$ cat src/core/flash_pkg.sv
// Purpose: shared constants for the flash command decoder and
//          erase_program_controller
// Assumes: 20 MHz clock, byte addresses on an 18-bit bus
// Notes:   command codes and protect confirm value are local choices
package flash_pkg;

    // ==========================================================
    // addressing
    localparam int ADDR_W = 18;
    localparam int NUM_BLOCKS = 7;
    localparam logic [17:0] UNLOCK1_ADDR = 18'h01554;
    localparam logic [17:0] UNLOCK2_ADDR = 18'h02AA8;
    // block boundaries inside segment 0
    localparam logic [15:0] BLK1_BASE = 16'h4000;
    localparam logic [15:0] BLK2_BASE = 16'h6000;
    localparam logic [15:0] BLK3_BASE = 16'h8000;

    // ==========================================================
    // command codes (low byte of the written word)
    localparam logic [7:0] CMD_UNLOCK1 = 8'hA8;
    localparam logic [7:0] CMD_UNLOCK2 = 8'h54;
    localparam logic [7:0] CMD_RESET = 8'hF0;
    localparam logic [7:0] CMD_PROGRAM = 8'hA0;
    localparam logic [7:0] CMD_ERASE_SETUP = 8'h80;
    localparam logic [7:0] CMD_BLOCK_ERASE = 8'h30;
    localparam logic [7:0] CMD_CHIP_ERASE = 8'h10;
    localparam logic [7:0] CMD_SUSPEND = 8'hB0;
    localparam logic [7:0] CMD_RESUME = 8'h30;
    localparam logic [7:0] CMD_BLK_PROTECT = 8'hC0;
    localparam logic [7:0] CMD_BLK_UNPROT = 8'hC1;
    localparam logic [7:0] CMD_CODE_PROTECT = 8'hC2;
    localparam logic [7:0] CMD_CODE_UNPROT = 8'hC3;
    localparam logic [7:0] CMD_PROT_CONFIRM = 8'h01;

    // ==========================================================
    // read answers
    localparam logic [15:0] PROT_READ_VALUE = 16'h009B;
    localparam int ST_POLL = 7;
    localparam int ST_TOG6 = 6;
    localparam int ST_ERR = 5;
    localparam int ST_TMO = 3;
    localparam int ST_TOG2 = 2;

    // ==========================================================
    // timing
    localparam int CLK_MHZ = 20;
    localparam int TMO_US = 96;
    localparam int TMO_CYC = TMO_US * CLK_MHZ;
    localparam int PROG_US = 16;
    localparam int PROG_CYC = PROG_US * CLK_MHZ;
    localparam int ERASE_MS = 1500;
    localparam int CHIP_MS = 8500;
    localparam int CNT_W = 28;

    // ==========================================================
    // state encodings, gray along the usual path
    typedef enum logic [3:0] {
        SQ_READ = 4'h0, SQ_U1 = 4'h1, SQ_U2 = 4'h3, SQ_PDATA = 4'h2,
        SQ_E1 = 4'h6, SQ_E2 = 4'h7, SQ_E3 = 4'h5, SQ_EQ = 4'h4,
        SQ_PROT = 4'hC
    } seq_e;
    typedef enum logic [2:0] {
        OP_IDLE = 3'h0, OP_PROG = 3'h1, OP_ERASE = 3'h3,
        OP_SUSP = 3'h2, OP_SPROG = 3'h6
    } op_e;
    typedef enum logic [1:0] {
        PK_BLK = 2'h0, PK_BLK_TMP = 2'h1, PK_CODE = 2'h3,
        PK_CODE_TMP = 2'h2
    } prot_e;

endpackage : flash_pkg

$ cat src/core/flash_command_interface_epc.sv
// Purpose: command_decoder and erase_program_controller of the flash
// Assumes: array_rdata is the array word at bus_addr in the same cycle;
//          the array applies program and erase pulses itself
// Notes:   long erase counts are parameters so simulation can shorten
//
// Implementation choices: the plain strobed port and the placing of the registers.
module flash_command_interface_epc
    import flash_pkg::*;
#(
    parameter int ERASE_CYC = ERASE_MS * CLK_MHZ * 1000,
    parameter int CHIP_CYC = CHIP_MS * CLK_MHZ * 1000
) (
    input wire logic clk,
    input wire logic reset,
    input wire logic [flash_pkg::ADDR_W-1:0] bus_addr,
    input wire logic [15:0] bus_wdata,
    input wire logic bus_wr,
    input wire logic bus_rd,
    input wire logic bus_fetch_flash,
    output logic [31:0] bus_rdata_q,
    input wire logic [31:0] array_rdata,
    input wire logic array_fault,
    output logic array_prog_q,
    output logic [flash_pkg::ADDR_W-1:0] array_prog_addr_q,
    output logic [15:0] array_prog_data_q,
    output logic array_erase_q,
    output logic [flash_pkg::NUM_BLOCKS-1:0] array_erase_mask_q,
    input wire logic power_ok_pin,
    input wire logic external_access_select,
    input wire logic boot_mode_pin,
    output logic cpu_hold_reset_q,
    output logic ready_busy_q,
    output logic flash_irq_line_q
);
    import flash_pkg::*;

    // ==========================================================
    // helpers
    // one-hot erase block of a byte address, segment from bits 17:16
    function automatic logic [NUM_BLOCKS-1:0] blk_mask(
        input logic [ADDR_W-1:0] a);
        logic [NUM_BLOCKS-1:0] m;
        m = '0;
        unique case (a[17:16])
            2'h0: begin
                if (a[15:0] < BLK1_BASE) m = 7'h01;
                else if (a[15:0] < BLK2_BASE) m = 7'h02;
                else if (a[15:0] < BLK3_BASE) m = 7'h04;
                else m = 7'h08;
            end
            2'h1: m = 7'h10;
            2'h2: m = 7'h20;
            2'h3: m = 7'h40;
        endcase
        return m;
    endfunction : blk_mask

    // ==========================================================
    // state
    seq_e seq_q, seq_d; // command sequence position
    op_e op_q, op_d; // controller activity
    prot_e pkind_q; // which protect command is pending
    logic [NUM_BLOCKS-1:0] lock_q; // block locks, cleared only by reset
    logic [NUM_BLOCKS-1:0] tmp_unlock_q; // temporary block unlocks
    logic code_prot_q; // read protection installed
    logic code_tmp_q; // read protection lifted for update
    logic err_q; // failure flag
    logic tog6_q; // toggles per status read
    logic tog2_q; // toggles per erase status read
    logic tgt7_q; // bit 7 of the word being programmed
    logic busy_prev_q; // ready_busy one cycle back

    // synchronised pins
    logic pwr_ok_s, xsel_s, boot_s;

    sync_2ff #(.W(3)) pin_sync (
        .clk(clk),
        .reset(reset),
        .d({power_ok_pin, external_access_select, boot_mode_pin}),
        .q({pwr_ok_s, xsel_s, boot_s})
    );

    // ==========================================================
    // timers: main runs program/erase, aux runs the erase confirm
    // window and a program issued during suspend
    logic op_load, op_done, op_run;
    logic [CNT_W-1:0] op_count;
    logic aux_load, aux_done, aux_run;
    logic [CNT_W-1:0] aux_count;

    op_timer op_tmr (
        .clk(clk),
        .reset(reset),
        .load(op_load),
        .pause(op_q == OP_SUSP || op_q == OP_SPROG),
        .count(op_count),
        .done_q(op_done),
        .running_q(op_run)
    );

    op_timer aux_tmr (
        .clk(clk),
        .reset(reset),
        .load(aux_load),
        .pause(1'b0),
        .count(aux_count),
        .done_q(aux_done),
        .running_q(aux_run)
    );

    // ==========================================================
    // decode of the current bus cycle
    wire [7:0] cmd = bus_wdata[7:0];
    wire [NUM_BLOCKS-1:0] bmask = blk_mask(bus_addr);
    wire at_u1 = bus_addr == UNLOCK1_ADDR;
    wire at_u2 = bus_addr == UNLOCK2_ADDR;
    wire wr_u1 = bus_wr && at_u1 && cmd == CMD_UNLOCK1;
    wire wr_u2 = bus_wr && at_u2 && cmd == CMD_UNLOCK2;
    wire [NUM_BLOCKS-1:0] lock_eff = lock_q & ~tmp_unlock_q;
    wire blk_locked = |(bmask & lock_eff);
    wire rd_protected = code_prot_q && !code_tmp_q;
    // program, erase and suspended program all count as busy
    wire busy = op_q == OP_PROG || op_q == OP_ERASE || op_q == OP_SPROG;
    wire suspended = op_q == OP_SUSP;
    wire in_susp_blk = suspended && |(bmask & array_erase_mask_q);
    // old half word under the write, to catch a zero raised to one
    wire [15:0] old_half = bus_addr[1] ? array_rdata[31:16]
                                       : array_rdata[15:0];
    wire raise_one = |(bus_wdata & ~old_half);
    // a lone F0 from read state, or after both unlock writes
    wire reset_cmd = bus_wr && cmd == CMD_RESET &&
                     (seq_q == SQ_READ || seq_q == SQ_U2);
    wire idle_ready = op_q == OP_IDLE || suspended;

    // program data cycle: only when the controller may start it
    wire pdata_wr = seq_q == SQ_PDATA && bus_wr;
    wire prog_ok = pdata_wr && !blk_locked && !rd_protected &&
                   !raise_one && !in_susp_blk;
    wire prog_bad_bit = pdata_wr && raise_one;
    wire chip_wr = seq_q == SQ_E3 && bus_wr && at_u1 &&
                   cmd == CMD_CHIP_ERASE;
    wire confirm_wr = (seq_q == SQ_E3 || seq_q == SQ_EQ) && bus_wr &&
                      cmd == CMD_BLOCK_ERASE;
    wire queue_start = seq_q == SQ_EQ && aux_done &&
                       |array_erase_mask_q;
    wire suspend_wr = op_q == OP_ERASE && bus_wr &&
                      cmd == CMD_SUSPEND;
    wire resume_wr = suspended && seq_q == SQ_READ && bus_wr &&
                     cmd == CMD_RESUME;
    wire prot_wr = seq_q == SQ_PROT && bus_wr &&
                   cmd == CMD_PROT_CONFIRM;
    // temporary unprotect is refused while booting
    wire tmp_allowed = !boot_s;

    // show status instead of array data while anything runs
    wire show_status = busy || seq_q == SQ_EQ || in_susp_blk;
    wire poll_bit = (op_q == OP_PROG || op_q == OP_SPROG) ? ~tgt7_q
                  : suspended;
    wire [15:0] status_word = {8'h00, poll_bit, tog6_q, err_q, 1'b0,
                               seq_q != SQ_EQ, tog2_q, 2'b00};
    wire [31:0] rd_value = show_status ? {status_word, status_word}
        : (rd_protected && !bus_fetch_flash)
        ? {PROT_READ_VALUE, PROT_READ_VALUE}
        : array_rdata;

    // ==========================================================
    // timer requests
    assign op_load = prog_ok && op_q == OP_IDLE || queue_start ||
                     (chip_wr && idle_ready && |(~lock_eff));
    assign op_count = chip_wr ? CNT_W'(CHIP_CYC)
                    : queue_start ? CNT_W'(ERASE_CYC)
                    : CNT_W'(PROG_CYC);
    // every confirm write restarts the window
    assign aux_load = confirm_wr || (prog_ok && suspended);
    assign aux_count = confirm_wr ? CNT_W'(TMO_CYC) : CNT_W'(PROG_CYC);

    // ==========================================================
    // sequence next state; a mismatch always falls back to read
    always_comb begin
        seq_d = seq_q;
        if (seq_q == SQ_EQ && aux_done) begin
            seq_d = SQ_READ;
        end else if (bus_wr) begin
            unique case (seq_q)
                SQ_READ: begin
                    if (wr_u1 && idle_ready) seq_d = SQ_U1;
                end
                SQ_U1: seq_d = wr_u2 ? SQ_U2 : SQ_READ;
                SQ_U2: begin
                    seq_d = SQ_READ;
                    if (at_u1 && cmd == CMD_PROGRAM) seq_d = SQ_PDATA;
                    if (at_u1 && cmd == CMD_ERASE_SETUP && !suspended)
                        seq_d = SQ_E1;
                    if (at_u1 && (cmd == CMD_BLK_PROTECT ||
                        cmd == CMD_BLK_UNPROT || cmd == CMD_CODE_PROTECT ||
                        cmd == CMD_CODE_UNPROT) && !suspended)
                        seq_d = SQ_PROT;
                end
                SQ_E1: seq_d = wr_u1 ? SQ_E2 : SQ_READ;
                SQ_E2: seq_d = wr_u2 ? SQ_E3 : SQ_READ;
                SQ_E3: seq_d = confirm_wr ? SQ_EQ : SQ_READ;
                SQ_EQ: seq_d = confirm_wr ? SQ_EQ : SQ_READ;
                SQ_PDATA, SQ_PROT: seq_d = SQ_READ;
                default: seq_d = SQ_READ;
            endcase
        end
    end

    // ==========================================================
    // controller next state
    always_comb begin
        op_d = op_q;
        unique case (op_q)
            OP_IDLE: begin
                if (prog_ok || queue_start) op_d = queue_start
                    ? OP_ERASE : OP_PROG;
                if (chip_wr && |(~lock_eff)) op_d = OP_ERASE;
            end
            OP_PROG: if (op_done) op_d = OP_IDLE;
            OP_ERASE: begin
                if (op_done) op_d = OP_IDLE;
                else if (suspend_wr) op_d = OP_SUSP;
            end
            OP_SUSP: begin
                if (resume_wr) op_d = OP_ERASE;
                else if (prog_ok) op_d = OP_SPROG;
            end
            OP_SPROG: if (aux_done) op_d = OP_SUSP;
            default: op_d = OP_IDLE;
        endcase
    end

    // ==========================================================
    // state registers
    always_ff @(posedge clk) begin
        if (reset) begin
            seq_q <= SQ_READ;
            op_q <= OP_IDLE;
        end else begin
            seq_q <= seq_d;
            op_q <= op_d;
        end
    end

    // ==========================================================
    // protect command target, latched on the command write
    always_ff @(posedge clk) begin
        if (reset) begin
            pkind_q <= PK_BLK;
        end else if (seq_q == SQ_U2 && bus_wr) begin
            unique case (cmd)
                CMD_BLK_UNPROT: pkind_q <= PK_BLK_TMP;
                CMD_CODE_PROTECT: pkind_q <= PK_CODE;
                CMD_CODE_UNPROT: pkind_q <= PK_CODE_TMP;
                default: pkind_q <= PK_BLK;
            endcase
        end
    end

    // ==========================================================
    // protection bits; commands only ever set them, unlocks are temporary;
    // reset clears locks and unlocks alike
    always_ff @(posedge clk) begin
        if (reset) begin
            lock_q <= '0;
            tmp_unlock_q <= '0;
            code_prot_q <= 1'b0;
            code_tmp_q <= 1'b0;
        end else if (prot_wr) begin
            unique case (pkind_q)
                PK_BLK: lock_q <= lock_q | bmask;
                PK_BLK_TMP: if (tmp_allowed)
                    tmp_unlock_q <= tmp_unlock_q | bmask;
                PK_CODE: code_prot_q <= 1'b1;
                PK_CODE_TMP: if (tmp_allowed) code_tmp_q <= 1'b1;
            endcase
        end
    end

    // ==========================================================
    // erase queue: gathers unlocked blocks, dropped on abort
    always_ff @(posedge clk) begin
        if (reset) begin
            array_erase_mask_q <= '0;
        end else if (chip_wr && idle_ready) begin
            array_erase_mask_q <= ~lock_eff;
        end else if (confirm_wr && seq_q == SQ_E3) begin
            array_erase_mask_q <= bmask & ~lock_eff;
        end else if (confirm_wr) begin
            array_erase_mask_q <= array_erase_mask_q |
                                  (bmask & ~lock_eff);
        end else if (seq_q == SQ_EQ && seq_d == SQ_READ && !aux_done) begin
            array_erase_mask_q <= '0;
        end
    end

    // ==========================================================
    // program target latch
    always_ff @(posedge clk) begin
        if (reset) begin
            array_prog_addr_q <= '0;
            array_prog_data_q <= '0;
            tgt7_q <= 1'b0;
        end else if (prog_ok) begin
            array_prog_addr_q <= bus_addr;
            array_prog_data_q <= bus_wdata;
            tgt7_q <= bus_wdata[7];
        end
    end

    // ==========================================================
    // array pulses at the end of each operation
    always_ff @(posedge clk) begin
        if (reset) begin
            array_prog_q <= 1'b0;
            array_erase_q <= 1'b0;
        end else begin
            array_prog_q <= (op_q == OP_PROG && op_done) ||
                            (op_q == OP_SPROG && aux_done);
            array_erase_q <= op_q == OP_ERASE && op_done;
        end
    end

    // ==========================================================
    // status flags; a failure in the clearing cycle still sets
    wire err_set = prog_bad_bit ||
                   (array_fault && (op_done || aux_done) && busy);
    wire status_rd = bus_rd && show_status;
    always_ff @(posedge clk) begin
        if (reset) begin
            err_q <= 1'b0;
            tog6_q <= 1'b0;
            tog2_q <= 1'b0;
        end else begin
            err_q <= err_set || (err_q && !(reset_cmd && !busy));
            if (status_rd || suspend_wr || resume_wr)
                tog6_q <= !tog6_q;
            if (status_rd && (op_q == OP_ERASE || in_susp_blk))
                tog2_q <= !tog2_q;
        end
    end

    // ==========================================================
    // read data, valid the cycle after the strobe
    always_ff @(posedge clk) begin
        if (reset) begin
            bus_rdata_q <= '0;
        end else if (bus_rd) begin
            bus_rdata_q <= rd_value;
        end
    end

    // ==========================================================
    // ready/busy, its interrupt edge and the cpu reset hold
    always_ff @(posedge clk) begin
        if (reset) begin
            ready_busy_q <= 1'b0;
            busy_prev_q <= 1'b0;
            flash_irq_line_q <= 1'b0;
            cpu_hold_reset_q <= 1'b0;
        end else begin
            ready_busy_q <= busy;
            busy_prev_q <= ready_busy_q;
            flash_irq_line_q <= busy_prev_q && !ready_busy_q;
            cpu_hold_reset_q <= xsel_s && !pwr_ok_s;
        end
    end

endmodule : flash_command_interface_epc

$ cat src/core/op_timer.sv
// Purpose: pausable down counter for timeouts and operation length
// Assumes: count loaded is at least one
// Notes:   done is a one-cycle pulse when the count runs out
module op_timer
    import flash_pkg::*;
(
    input wire logic clk,
    input wire logic reset,
    input wire logic load,
    input wire logic pause,
    input wire logic [flash_pkg::CNT_W-1:0] count,
    output logic done_q,
    output logic running_q
);
    logic [CNT_W-1:0] cnt_q; // remaining cycles

    // ==========================================================
    // load wins over counting; pause freezes the remainder
    always_ff @(posedge clk) begin
        if (reset) begin
            cnt_q <= '0;
            running_q <= 1'b0;
            done_q <= 1'b0;
        end else begin
            done_q <= 1'b0;
            if (load) begin
                cnt_q <= count;
                running_q <= 1'b1;
            end else if (running_q && !pause) begin
                if (cnt_q <= 28'h0000001) begin
                    running_q <= 1'b0;
                    done_q <= 1'b1;
                end else begin
                    cnt_q <= cnt_q - 28'h0000001;
                end
            end
        end
    end
endmodule : op_timer

$ cat src/core/sync_2ff.sv
// Purpose: two-flop synchroniser for asynchronous pin levels
// Assumes: inputs are slow levels, not pulses
// Notes:   only the second stage may be read by logic
module sync_2ff #(
    parameter int W = 1
) (
    input wire logic clk,
    input wire logic reset,
    input wire logic [W-1:0] d,
    output logic [W-1:0] q
);
    logic [W-1:0] meta_q; // first stage, read only by q

    // ==========================================================
    // two stages, cleared by reset
    always_ff @(posedge clk) begin
        if (reset) begin
            meta_q <= '0;
            q <= '0;
        end else begin
            meta_q <= d;
            q <= meta_q;
        end
    end
endmodule : sync_2ff

$ cat config.mk
export PLATFORM = sky130hd
export DESIGN_NAME = flash_command_interface_epc
export DESIGN_NICKNAME = d
export VERILOG_FILES = /design/src/core/flash_pkg.sv /design/src/core/flash_command_interface_epc.sv /design/src/core/op_timer.sv /design/src/core/sync_2ff.sv
export SDC_FILE = /design/constraint.sdc
export NUM_CORES = 1
export LEC_CHECK = 0
export BUFFER_PORTS_ARGS = -buffer_cell sky130_fd_sc_hd__buf_2
export CAP_MARGIN = 0
export CORE_ASPECT_RATIO = 1.2
export CORE_UTILIZATION = 23
export CTS_CLUSTER_SIZE = 24
export DETAILED_ROUTE_END_ITERATION = 16
export PLACE_DENSITY = 0.41
export SYNTH_ARGS = -nofsm -noshare
export SYNTH_HDL_FRONTEND = slang
export SYNTH_HIERARCHICAL = 1
export SYNTH_SLANG_ARGS = --single-unit
export TNS_END_PERCENT = 10
$ cat constraint.sdc
create_clock -name clk -period 6.9 [get_ports clk]
set_input_delay 0.345 -clock clk [delete_from_list [all_inputs] [get_ports clk]]
set_output_delay 0.345 -clock clk [all_outputs]
set_load 0.005 [all_outputs]
==> results of run 1 <==
[worst max-delay path: stages, from the launching register on]
cell,delay (ps)
dfxtp_1,500
nor2b_1,230
nand2b_1,350
a31o_2,170
buf_4,380
nand3_1,320
o31ai_4,1010
inv_1,90
buf_4,300
and4_1,230
a2111oi_1,340
[metrics by stage]
step	cells	setup WS (ps)
after global routing	1767	2480
final	1767	2830
after global placement	1735	2860
after detailed placement	1735	2840
after CTS	1767	2820
after floorplan	1124	3770
[flip-flops by register name, indices dropped and copies added (netlist names), 2 cells and up]
name and count:
bus_rdata_q 32, aux_tmr/cnt_q 28, op_tmr/cnt_q 28, array_prog_addr_q 18, array_prog_data_q 16, array_erase_mask_q 7
lock_q 7, tmp_unlock_q 7, seq_q 4, op_q 3, pin_sync/meta_q 3, pin_sync/q 3
pkind_q 2
[worst max path at each step]
stage	endpoint	slack, ps	start	cells after the start
global placement	op_tmr/cnt_q[10]	2860	op_q[0]	10
floorplan	op_tmr/cnt_q[22]	3770	bus_addr[15]	12
finish	op_tmr/cnt_q[10]	2830	op_q[0]	10
CTS	op_tmr/cnt_q[10]	2820	op_q[0]	10
global route	aux_tmr/cnt_q[27]	2480	op_q[1]	12
detailed placement	op_tmr/cnt_q[10]	2840	op_q[0]	10
[power breakdown]
| group | switching (mW) | internal, mW |
|---|---|---|
| logic | 0.110 | 0.0630 |
| registers | 0.0101 | 1.01 |
| clock network | 0.455 | 0.525 |
| total | 0.575 | 1.60 |
[cell usage in the layout (no fill, tap or decap), types with 19 or more instances in the layout]
cell type  Yosys  final
a21oi_1       74     74
a311oi_1      26     26
a31oi_1       26     25
buf_2          7    151
conb_1         2     37
dfxtp_1      173    173
inv_1         32     32
mux2i_1       22     22
nand2_1       48     48
nand4_1       46     46
nor2_1       111    110
nor2b_1       23     23
nor3_1        23     22
nor4_1        30     30
o31ai_1       47     46
or4_1         19     19
[metal layers]
layer  global-route usage  wire [um]  up-vias
met5                    0          0        -
met4               0.0642        750        0
met3               0.0265       1510       45
met2                0.267      15600      261
met1                0.191      14100     4325
li1                     -          -     4423
[logic make-up after synthesis]
logic type / count (synthesis) / synth area share
flip-flops: 173 / 0.376
other: 2 / 0.000816
AND/OR/NAND/NOR: 425 / 0.267
XOR/XNOR: 15 / 0.0143
adder cells (fa/ha/maj): 4 / 0.00544
AO/OA/AOI/OAI: 329 / 0.256
buffers and inverters: 117 / 0.0542
multiplexers: 24 / 0.0268
[cell type report]
type	count	area [sq um]	area share
inverter	33	124	0.0111
timing repair buffer	169	891	0.0800
sequential	173	3460	0.311
clock inverter	12	126	0.0113
multi-input combinational	834	5420	0.487
tap	526	658	0.0591
clock buffer	20	457	0.0410
==> results.yml, run 1 <==
finish:
  n_fill_cell: 4276
  drive_gt1_frac: 0.192
  area_growth_pct: 21.0
  nets: 1307
  diodes: 0
  finalInstanceArea_sq_um: 11100
  utilization: 0.285
critical_path:
  crit_type: "reg -> reg"
  endpoint_kind: "register"
  regToRegSetupSlack_ps: 2830
  r2r_end: "op_tmr/cnt_q[10]"
  setup.worst_path.start_class: "register"
  critical_path_required_ps: 7240
  worstPathArrival_ps: 4410
  r2r_start: "op_q[0]"
  r2r_cells: 10
  crit_fanout: 40
die:
  rows: 79
  dieArea_sq_um: 40800
  die_w_um: 185
  initial_core_util: 0.235
  io_pins: 153
  coreArea_sq_um: 39100
  die_y_um: 221
global_route:
  grt_antenna_before_repair: 0
  overflow: 0
  grt_pass1_wl_um: 50300
  grtUsageTotal: 0.156
  grt_pass1_vias: 8790
  grt_max_degree: 81
cts:
  cts-root-buf: "clkbuf_16"
  h-tree-depth: 4
  post_cts_buffers: 0
  clk_pin_slew_ps: 70
  clock-sinks: 173
  clock_latency_ps: 460
  clock_path_buffers: 2
  numCtsBuffers: 17
  post_cts_resized: 0
  cts_tree: "yes"
  ctsHoldBuffers: 0
routing:
  drt-total-wl_um: 31900
  drt-pass1-iter-count: 5
  drtAntennaViolNets: 0
  drc_errors: 0
  drtIter0Drc: 512
  wl_per_cell_um: 18.1
  vias: 9054
  viasPerCell: 5.12
timing:
  fin_worst_skew_ps: 13.3
  slew_viol_final: 0
  finalHoldViolations: 0
  timing.slew.headroom: 0.247
  whs_ps: 100
  rsz0062_at_grt: "false"
  tns_ps: 0
  min_period_ps: 4070
  setup_viol: 0
  tightest_slew_ps: 1130
  timing.fmax_ghz: 0.246
  finalCritPeriodShare: 0.590
synth:
  ys.flop_type: "dfxtp_1"
  syn-cell-area_sq_um: 9210
  synth_warnings: 6
  yosysTopAreaCell: "dfxtp_1"
  synthCells: 1089
  synth_edf_count: 0
  synth.most_common_cell: "dfxtp_1"
  synth.distinct_cells: 83
  ys_ff_latch: 173
  avgSynthCellArea_sq_um: 8.45
  ys_top_cells_by_area: "dfxtp_1, nor2_1, a21oi_1"
  synth_top_cell_area_share: 0.376
  ys_seq_area_frac: 0.376
  synth.top_cells.by_count: "dfxtp_1, nor2_1, a21oi_1"
  synth-async-reset-ratio: 0
power:
  vdd_drop_max_v: 0.000179
  p_leak_nw: 4.13
  power_density_nw_per_um2: 195
  power_mw: 2.18
placement:
  hpwl_um: 22700
  dpl_cell_area_sq_um: 10600
  gp_congestion: 0.826
  port_buffers: 152
worst_hold_path:
  min_from: "power_ok_pin"
  holdPathEnd: "pin_sync/meta_q[2]"
  hold_class: "in -> reg"
  holdPathStages: 2
status:
  status: "finished, final reports clean"
flow_run:
  maxCapViolCount: 0
No activity file was read; power rests on OpenSTA's default activity.
==> inputs of run 2 (changes only) <==
clock period = 4.2 ns   (was 6.9 ns; I/O delays follow)
==> results.yml, run 2 (synthesis gave the netlist of run 1 again) <==
global_route:
  grt_antenna_before_repair: 0
  grt_pass1_vias: 9012
  overflow: 0
  grt_pass1_wl_um: 51800
  grt_max_degree: 58
  grtUsageTotal: 0.161
timing:
  rsz0062_at_grt: "false"
  min_period_ps: 3420
  setup_viol: 0
  tns_ps: 0
  slew_viol_final: 0
  tightest_slew_ps: 1140
  finalCritPeriodShare: 0.814
  fin_worst_skew_ps: 17.7
  finalHoldViolations: 0
  timing.fmax_ghz: 0.293
  timing.slew.headroom: 0.237
  worst_slack_ps: 783
critical_path:
  cp_top_family: "simple AND/OR/NAND/NOR gates"
  r2r_end: "op_tmr/cnt_q[22]"
  r2r_cells: 11
  regToRegSetupSlack_ps: 780
  endpoint_kind: "register"
  crit_buf_inv: 3
  critical_path_required_ps: 4520
  crit_fanout: 24
  worstPathArrival_ps: 3740
  cpMostUsedCell: "a21oi_1"
  slowest_delay_ps: 680
  crit_type: "reg -> reg"
  r2r_start: "seq_q[0]"
  crit_chain: "nand4bb_1 > or4_1 > nor4_4 > buf_4 > a21oi_1 > o31ai_4 > inv_1 > buf_4 > and3_1 > a21oi_1 > a21oi_1"
  cp_slowest_cell: "or4_1"
  setup.worst_path.start_class: "register"
finish:
  drive_gt1_frac: 0.190
  reg_top3: "bus_rdata_q x32, aux_tmr/cnt_q x28, op_tmr/cnt_q x28"
  diodes: 0
  largest_reg_flops: 32
  utilization: 0.289
  most-common-layout-cells: "dfxtp_1, buf_2, nor2_1"
  n_fill_cell: 4269
  final_common_cell: "dfxtp_1"
  top_register: "bus_rdata_q"
  final_cells: 1787
  nets: 1328
  area_growth_pct: 22.9
placement:
  port_buffers: 152
  dp.cells: 1739
  gp_congestion: 0.849
  hpwl_um: 23400
  place_ws_ps: 796
flow_run:
  maxCapViolCount: 0
die:
  die_w_um: 185
  coreArea_sq_um: 39100
  rows: 79
  io_pins: 153
  die_y_um: 221
  initial_core_util: 0.235
  dieArea_sq_um: 40800
cts:
  numCtsBuffers: 17
  cts_tree: "yes"
  clock-sinks: 173
  clock_latency_ps: 460
  h-tree-depth: 4
  post_cts_buffers: 0
  clock_path_buffers: 2
  clk_pin_slew_ps: 80
  cts-root-buf: "clkbuf_16"
routing:
  drt-total-wl_um: 33100
  viasPerCell: 5.13
  vias: 9171
  wl_per_cell_um: 18.5
  drt-pass1-iter-count: 7
  drc_errors: 0
  drtAntennaViolNets: 0
  drtIter0Drc: 457
power:
  vdd_drop_max_v: 0.000292
  power_density_nw_per_um2: 314
  p_leak_nw: 4.21
worst_hold_path:
  min_from: "bus_addr[10]"
  holdPathEnd: "array_prog_addr_q[10]"
  hold_class: "in -> reg"
  holdPathStages: 3
status:
  status: "finished, final reports clean"
[run 2: how the worst max path moves through the flow]
stage	startpoint	to	slack, ps	cells after the start
final	seq_q[0]	op_tmr/cnt_q[22]	780	11
after global routing	seq_q[0]	op_tmr/cnt_q[22]	470	11
after CTS	seq_q[0]	op_tmr/cnt_q[22]	760	11
after detailed placement	seq_q[0]	op_tmr/cnt_q[22]	800	11
after global placement	seq_q[0]	op_tmr/cnt_q[22]	800	11
after floorplan	bus_addr[15]	op_tmr/cnt_q[22]	1210	12
[run 2: power breakdown]
| group | internal (mW) | switching, mW | total (mW) |
|---|---|---|---|
| registers | 1.67 | 0.0175 | 1.68 |
| clock network | 0.819 | 0.742 | 1.56 |
| logic | 0.117 | 0.187 | 0.304 |
[run 2: area by class of cell]
class / count / area (sq um) / area share
Clock buffer: 19 / 433 / 0.0383
Sequential cell: 173 / 3460 / 0.306
Timing Repair Buffer: 190 / 1100 / 0.0975
Clock inverter: 12 / 114 / 0.0101
Inverter: 33 / 124 / 0.0109
Tap cell: 526 / 658 / 0.0582
Multi-Input combinational cell: 834 / 5420 / 0.479
[run 2: routing by layer]
layer | vias up | GRT usage | wire, um
met5 | - | 0 | 0
met4 | 0 | 0.0632 | 722
met3 | 38 | 0.0253 | 1500
met2 | 244 | 0.279 | 15900
met1 | 4434 | 0.198 | 15000
li1 | 4455 | - | -
[run 2: metrics by stage]
step	total power [mW]	hold WS [ps]	cell area, sq um
floorplan	1.87	282	9340
global placement	2.01	417	10600
detailed placement	2.01	422	10600
CTS	3.60	0.0416	11300
global route	3.70	19.3	11300
finish	3.55	20.1	11300
[run 2: worst reg2reg max path: stages, from the launching register on]
cell       delay [ps]
dfxtp_1           540
nand4bb_1         420
or4_1             680
nor4_4            220
buf_4             210
a21oi_1           150
o31ai_4            90
inv_1             290
buf_4             330
and3_1            170
a21oi_1           110
a21oi_1            80
[run 2: repair_timing]
item | CTS | global route
hold buffers | 17 | 0
endpoints found under the hold margin | 17 | 0
gates resized for setup | 0 | 0
==> inputs of run 3 (changes only) <==
PLACE_DENSITY = 0.43   (was 0.41)
clock period = 3.1 ns   (was 4.2 ns; I/O delays follow)
==> results.yml, run 3 (synthesis gave the netlist of run 1 again) <==
global_route:
  grt_antenna_before_repair: 2
  overflow: 0
  grt_max_degree: 53
  grtUsageTotal: 0.161
  grt_pass1_vias: 9174
  grt_pass1_wl_um: 51600
finish:
  final_common_cell: "dfxtp_1"
  nets: 1394
  largest_reg_flops: 32
  area_growth_pct: 29.5
  top_register: "bus_rdata_q"
  diodes: 0
  reg_top3: "bus_rdata_q x32, aux_tmr/cnt_q x28, op_tmr/cnt_q x28"
  drive_gt1_frac: 0.207
  most-common-layout-cells: "dfxtp_1, buf_2, nor2_1"
critical_path:
  setup.worst_path.start_class: "input pin"
  r2r_cells: 10
  crit_buf_inv: 4
  worstPathArrival_ps: 3190
  cpMostUsedCell: "a21oi_1"
  critPathCapture: "op_tmr/cnt_q[22]"
  setup.worst_path.start: "bus_addr[14]"
  regToRegSetupSlack_ps: 420
  crit_chain: "dlygate4sd3_1 > buf_2 > or4_1 > or3_4 > nor4_4 > a21oi_1 > o31ai_4 > inv_1 > buf_12 > and3_1 > a21oi_1 > a21oi_1"
  crit_type: "in -> reg"
  critical_path_required_ps: 3420
  slowest_delay_ps: 630
  cp_top_family: "simple AND/OR/NAND/NOR gates"
  r2r_end: "aux_tmr/cnt_q[10]"
  crit_fanout: 37
  r2r_start: "op_q[1]"
  cp.depth: 12
  endpoint_kind: "register"
  cp_slowest_cell: "or4_1"
status:
  status: "finished, final reports clean"
timing:
  timing.slew.headroom: 0.514
  tightest_slew_ps: 711
  finalCritPeriodShare: 0.926
  timing.fmax_ghz: 0.348
  tns_ps: 0
  rsz0062_at_grt: "false"
  setup_viol: 0
  min_period_ps: 2870
  slew_viol_final: 0
  fin_worst_skew_ps: 11.5
  finalHoldViolations: 0
  whs_ps: 39.8
cts:
  clk_pin_slew_ps: 70
  clock-sinks: 173
  cts-root-buf: "clkbuf_16"
  clock_path_buffers: 2
  numCtsBuffers: 17
  h-tree-depth: 4
  clock_latency_ps: 450
  post_cts_buffers: 0
  cts_tree: "yes"
power:
  power_mw: 4.94
  vdd_drop_max_v: 0.000419
  power_density_nw_per_um2: 415
  p_leak_nw: 4.52
placement:
  port_buffers: 152
  hpwl_um: 23500
  gp_congestion: 0.844
routing:
  drt-pass1-iter-count: 5
  vias: 9393
  drc_errors: 0
  wl_per_cell_um: 18.0
  drtIter0Drc: 606
  drt-total-wl_um: 33400
  drtAntennaViolNets: 0
  viasPerCell: 5.07
flow_run:
  maxCapViolCount: 0
die:
  initial_core_util: 0.235
  io_pins: 153
  die_w_um: 185
  rows: 79
  dieArea_sq_um: 40800
  die_y_um: 221
  coreArea_sq_um: 39100
worst_hold_path:
  hold_class: "in -> reg"
==> run 3: through the flow <==
step           utilization  worst slack [ps]  instances  instance area [sq um]
4_1_cts              0.304               208       1854                  11900
5_1_grt              0.305              25.3       1854                  11900
2_1_floorplan            -               139       1124                   9340
6_report             0.305               230       1854                  11900
3_3_place_gp         0.277               247       1774                  10900
3_5_place_dp         0.277               233       1774                  10900
==> run 3: report_power, final <==
part / total [mW] / switching [mW] / leakage (nW) / internal [mW]
sequential: 2.28 / 0.0193 / 1.40 / 2.26
clock: 2.20 / 0.989 / 0.273 / 1.21
combinational: 0.465 / 0.267 / 2.85 / 0.197
total: 4.94 / 1.28 / 4.52 / 3.67
==> run 3: how the worst min path moves through the flow <==
stage / startpoint / slack [ps] / to / cells past startpoint
2_1_floorplan: reset / 230 / pin_sync/meta_q[0] / 1
3_3_place_gp: boot_mode_pin / 370 / pin_sync/meta_q[0] / 2
3_5_place_dp: power_ok_pin / 370 / pin_sync/meta_q[2] / 2
4_1_cts: array_rdata[16] / 20 / bus_rdata_q[16] / 3
5_1_grt: array_fault / 50 / err_q / 3
6_report: array_fault / 40 / err_q / 3
==> run 3: routing by layer <==
metal | global-route usage | routed length (um) | up-vias
li1 | - | - | 4605
met5 | 0 | 27 | -
met2 | 0.280 | 16100 | 299
met4 | 0.0661 | 902 | 4
met1 | 0.192 | 14400 | 4432
met3 | 0.0319 | 1910 | 53
==> run 3: worst reg2reg max path: stages (launching register included) <==
cell and delay (ps):
dfxtp_1 320, nor2b_1 570, nand2b_1 120, buf_4 200
a31o_2 240, nand3_1 200, o21ai_2 100, inv_1 180
buf_4 270, nor2_1 70, a2111oi_1 290
==> run 3: repair_timing <==
| action | 4_1_cts | 5_1_grt |
|---|---|---|
| endpoints found under the setup margin | 0 | 1 |
| hold buffers | 48 | 0 |
| gates resized for setup | 0 | 1 |
| hold endpoints to repair | 48 | 0 |
==> run 3: layout make-up <==
cell class	instances	area [sq um]
Multi-Input combinational cell	834	5410
Inverter	33	124
Fill cell	4192	27200
Sequential cell	173	3460
Timing Repair Buffer	256	1680
Clock buffer	20	447
Tap cell	526	658
Clock inverter	12	135
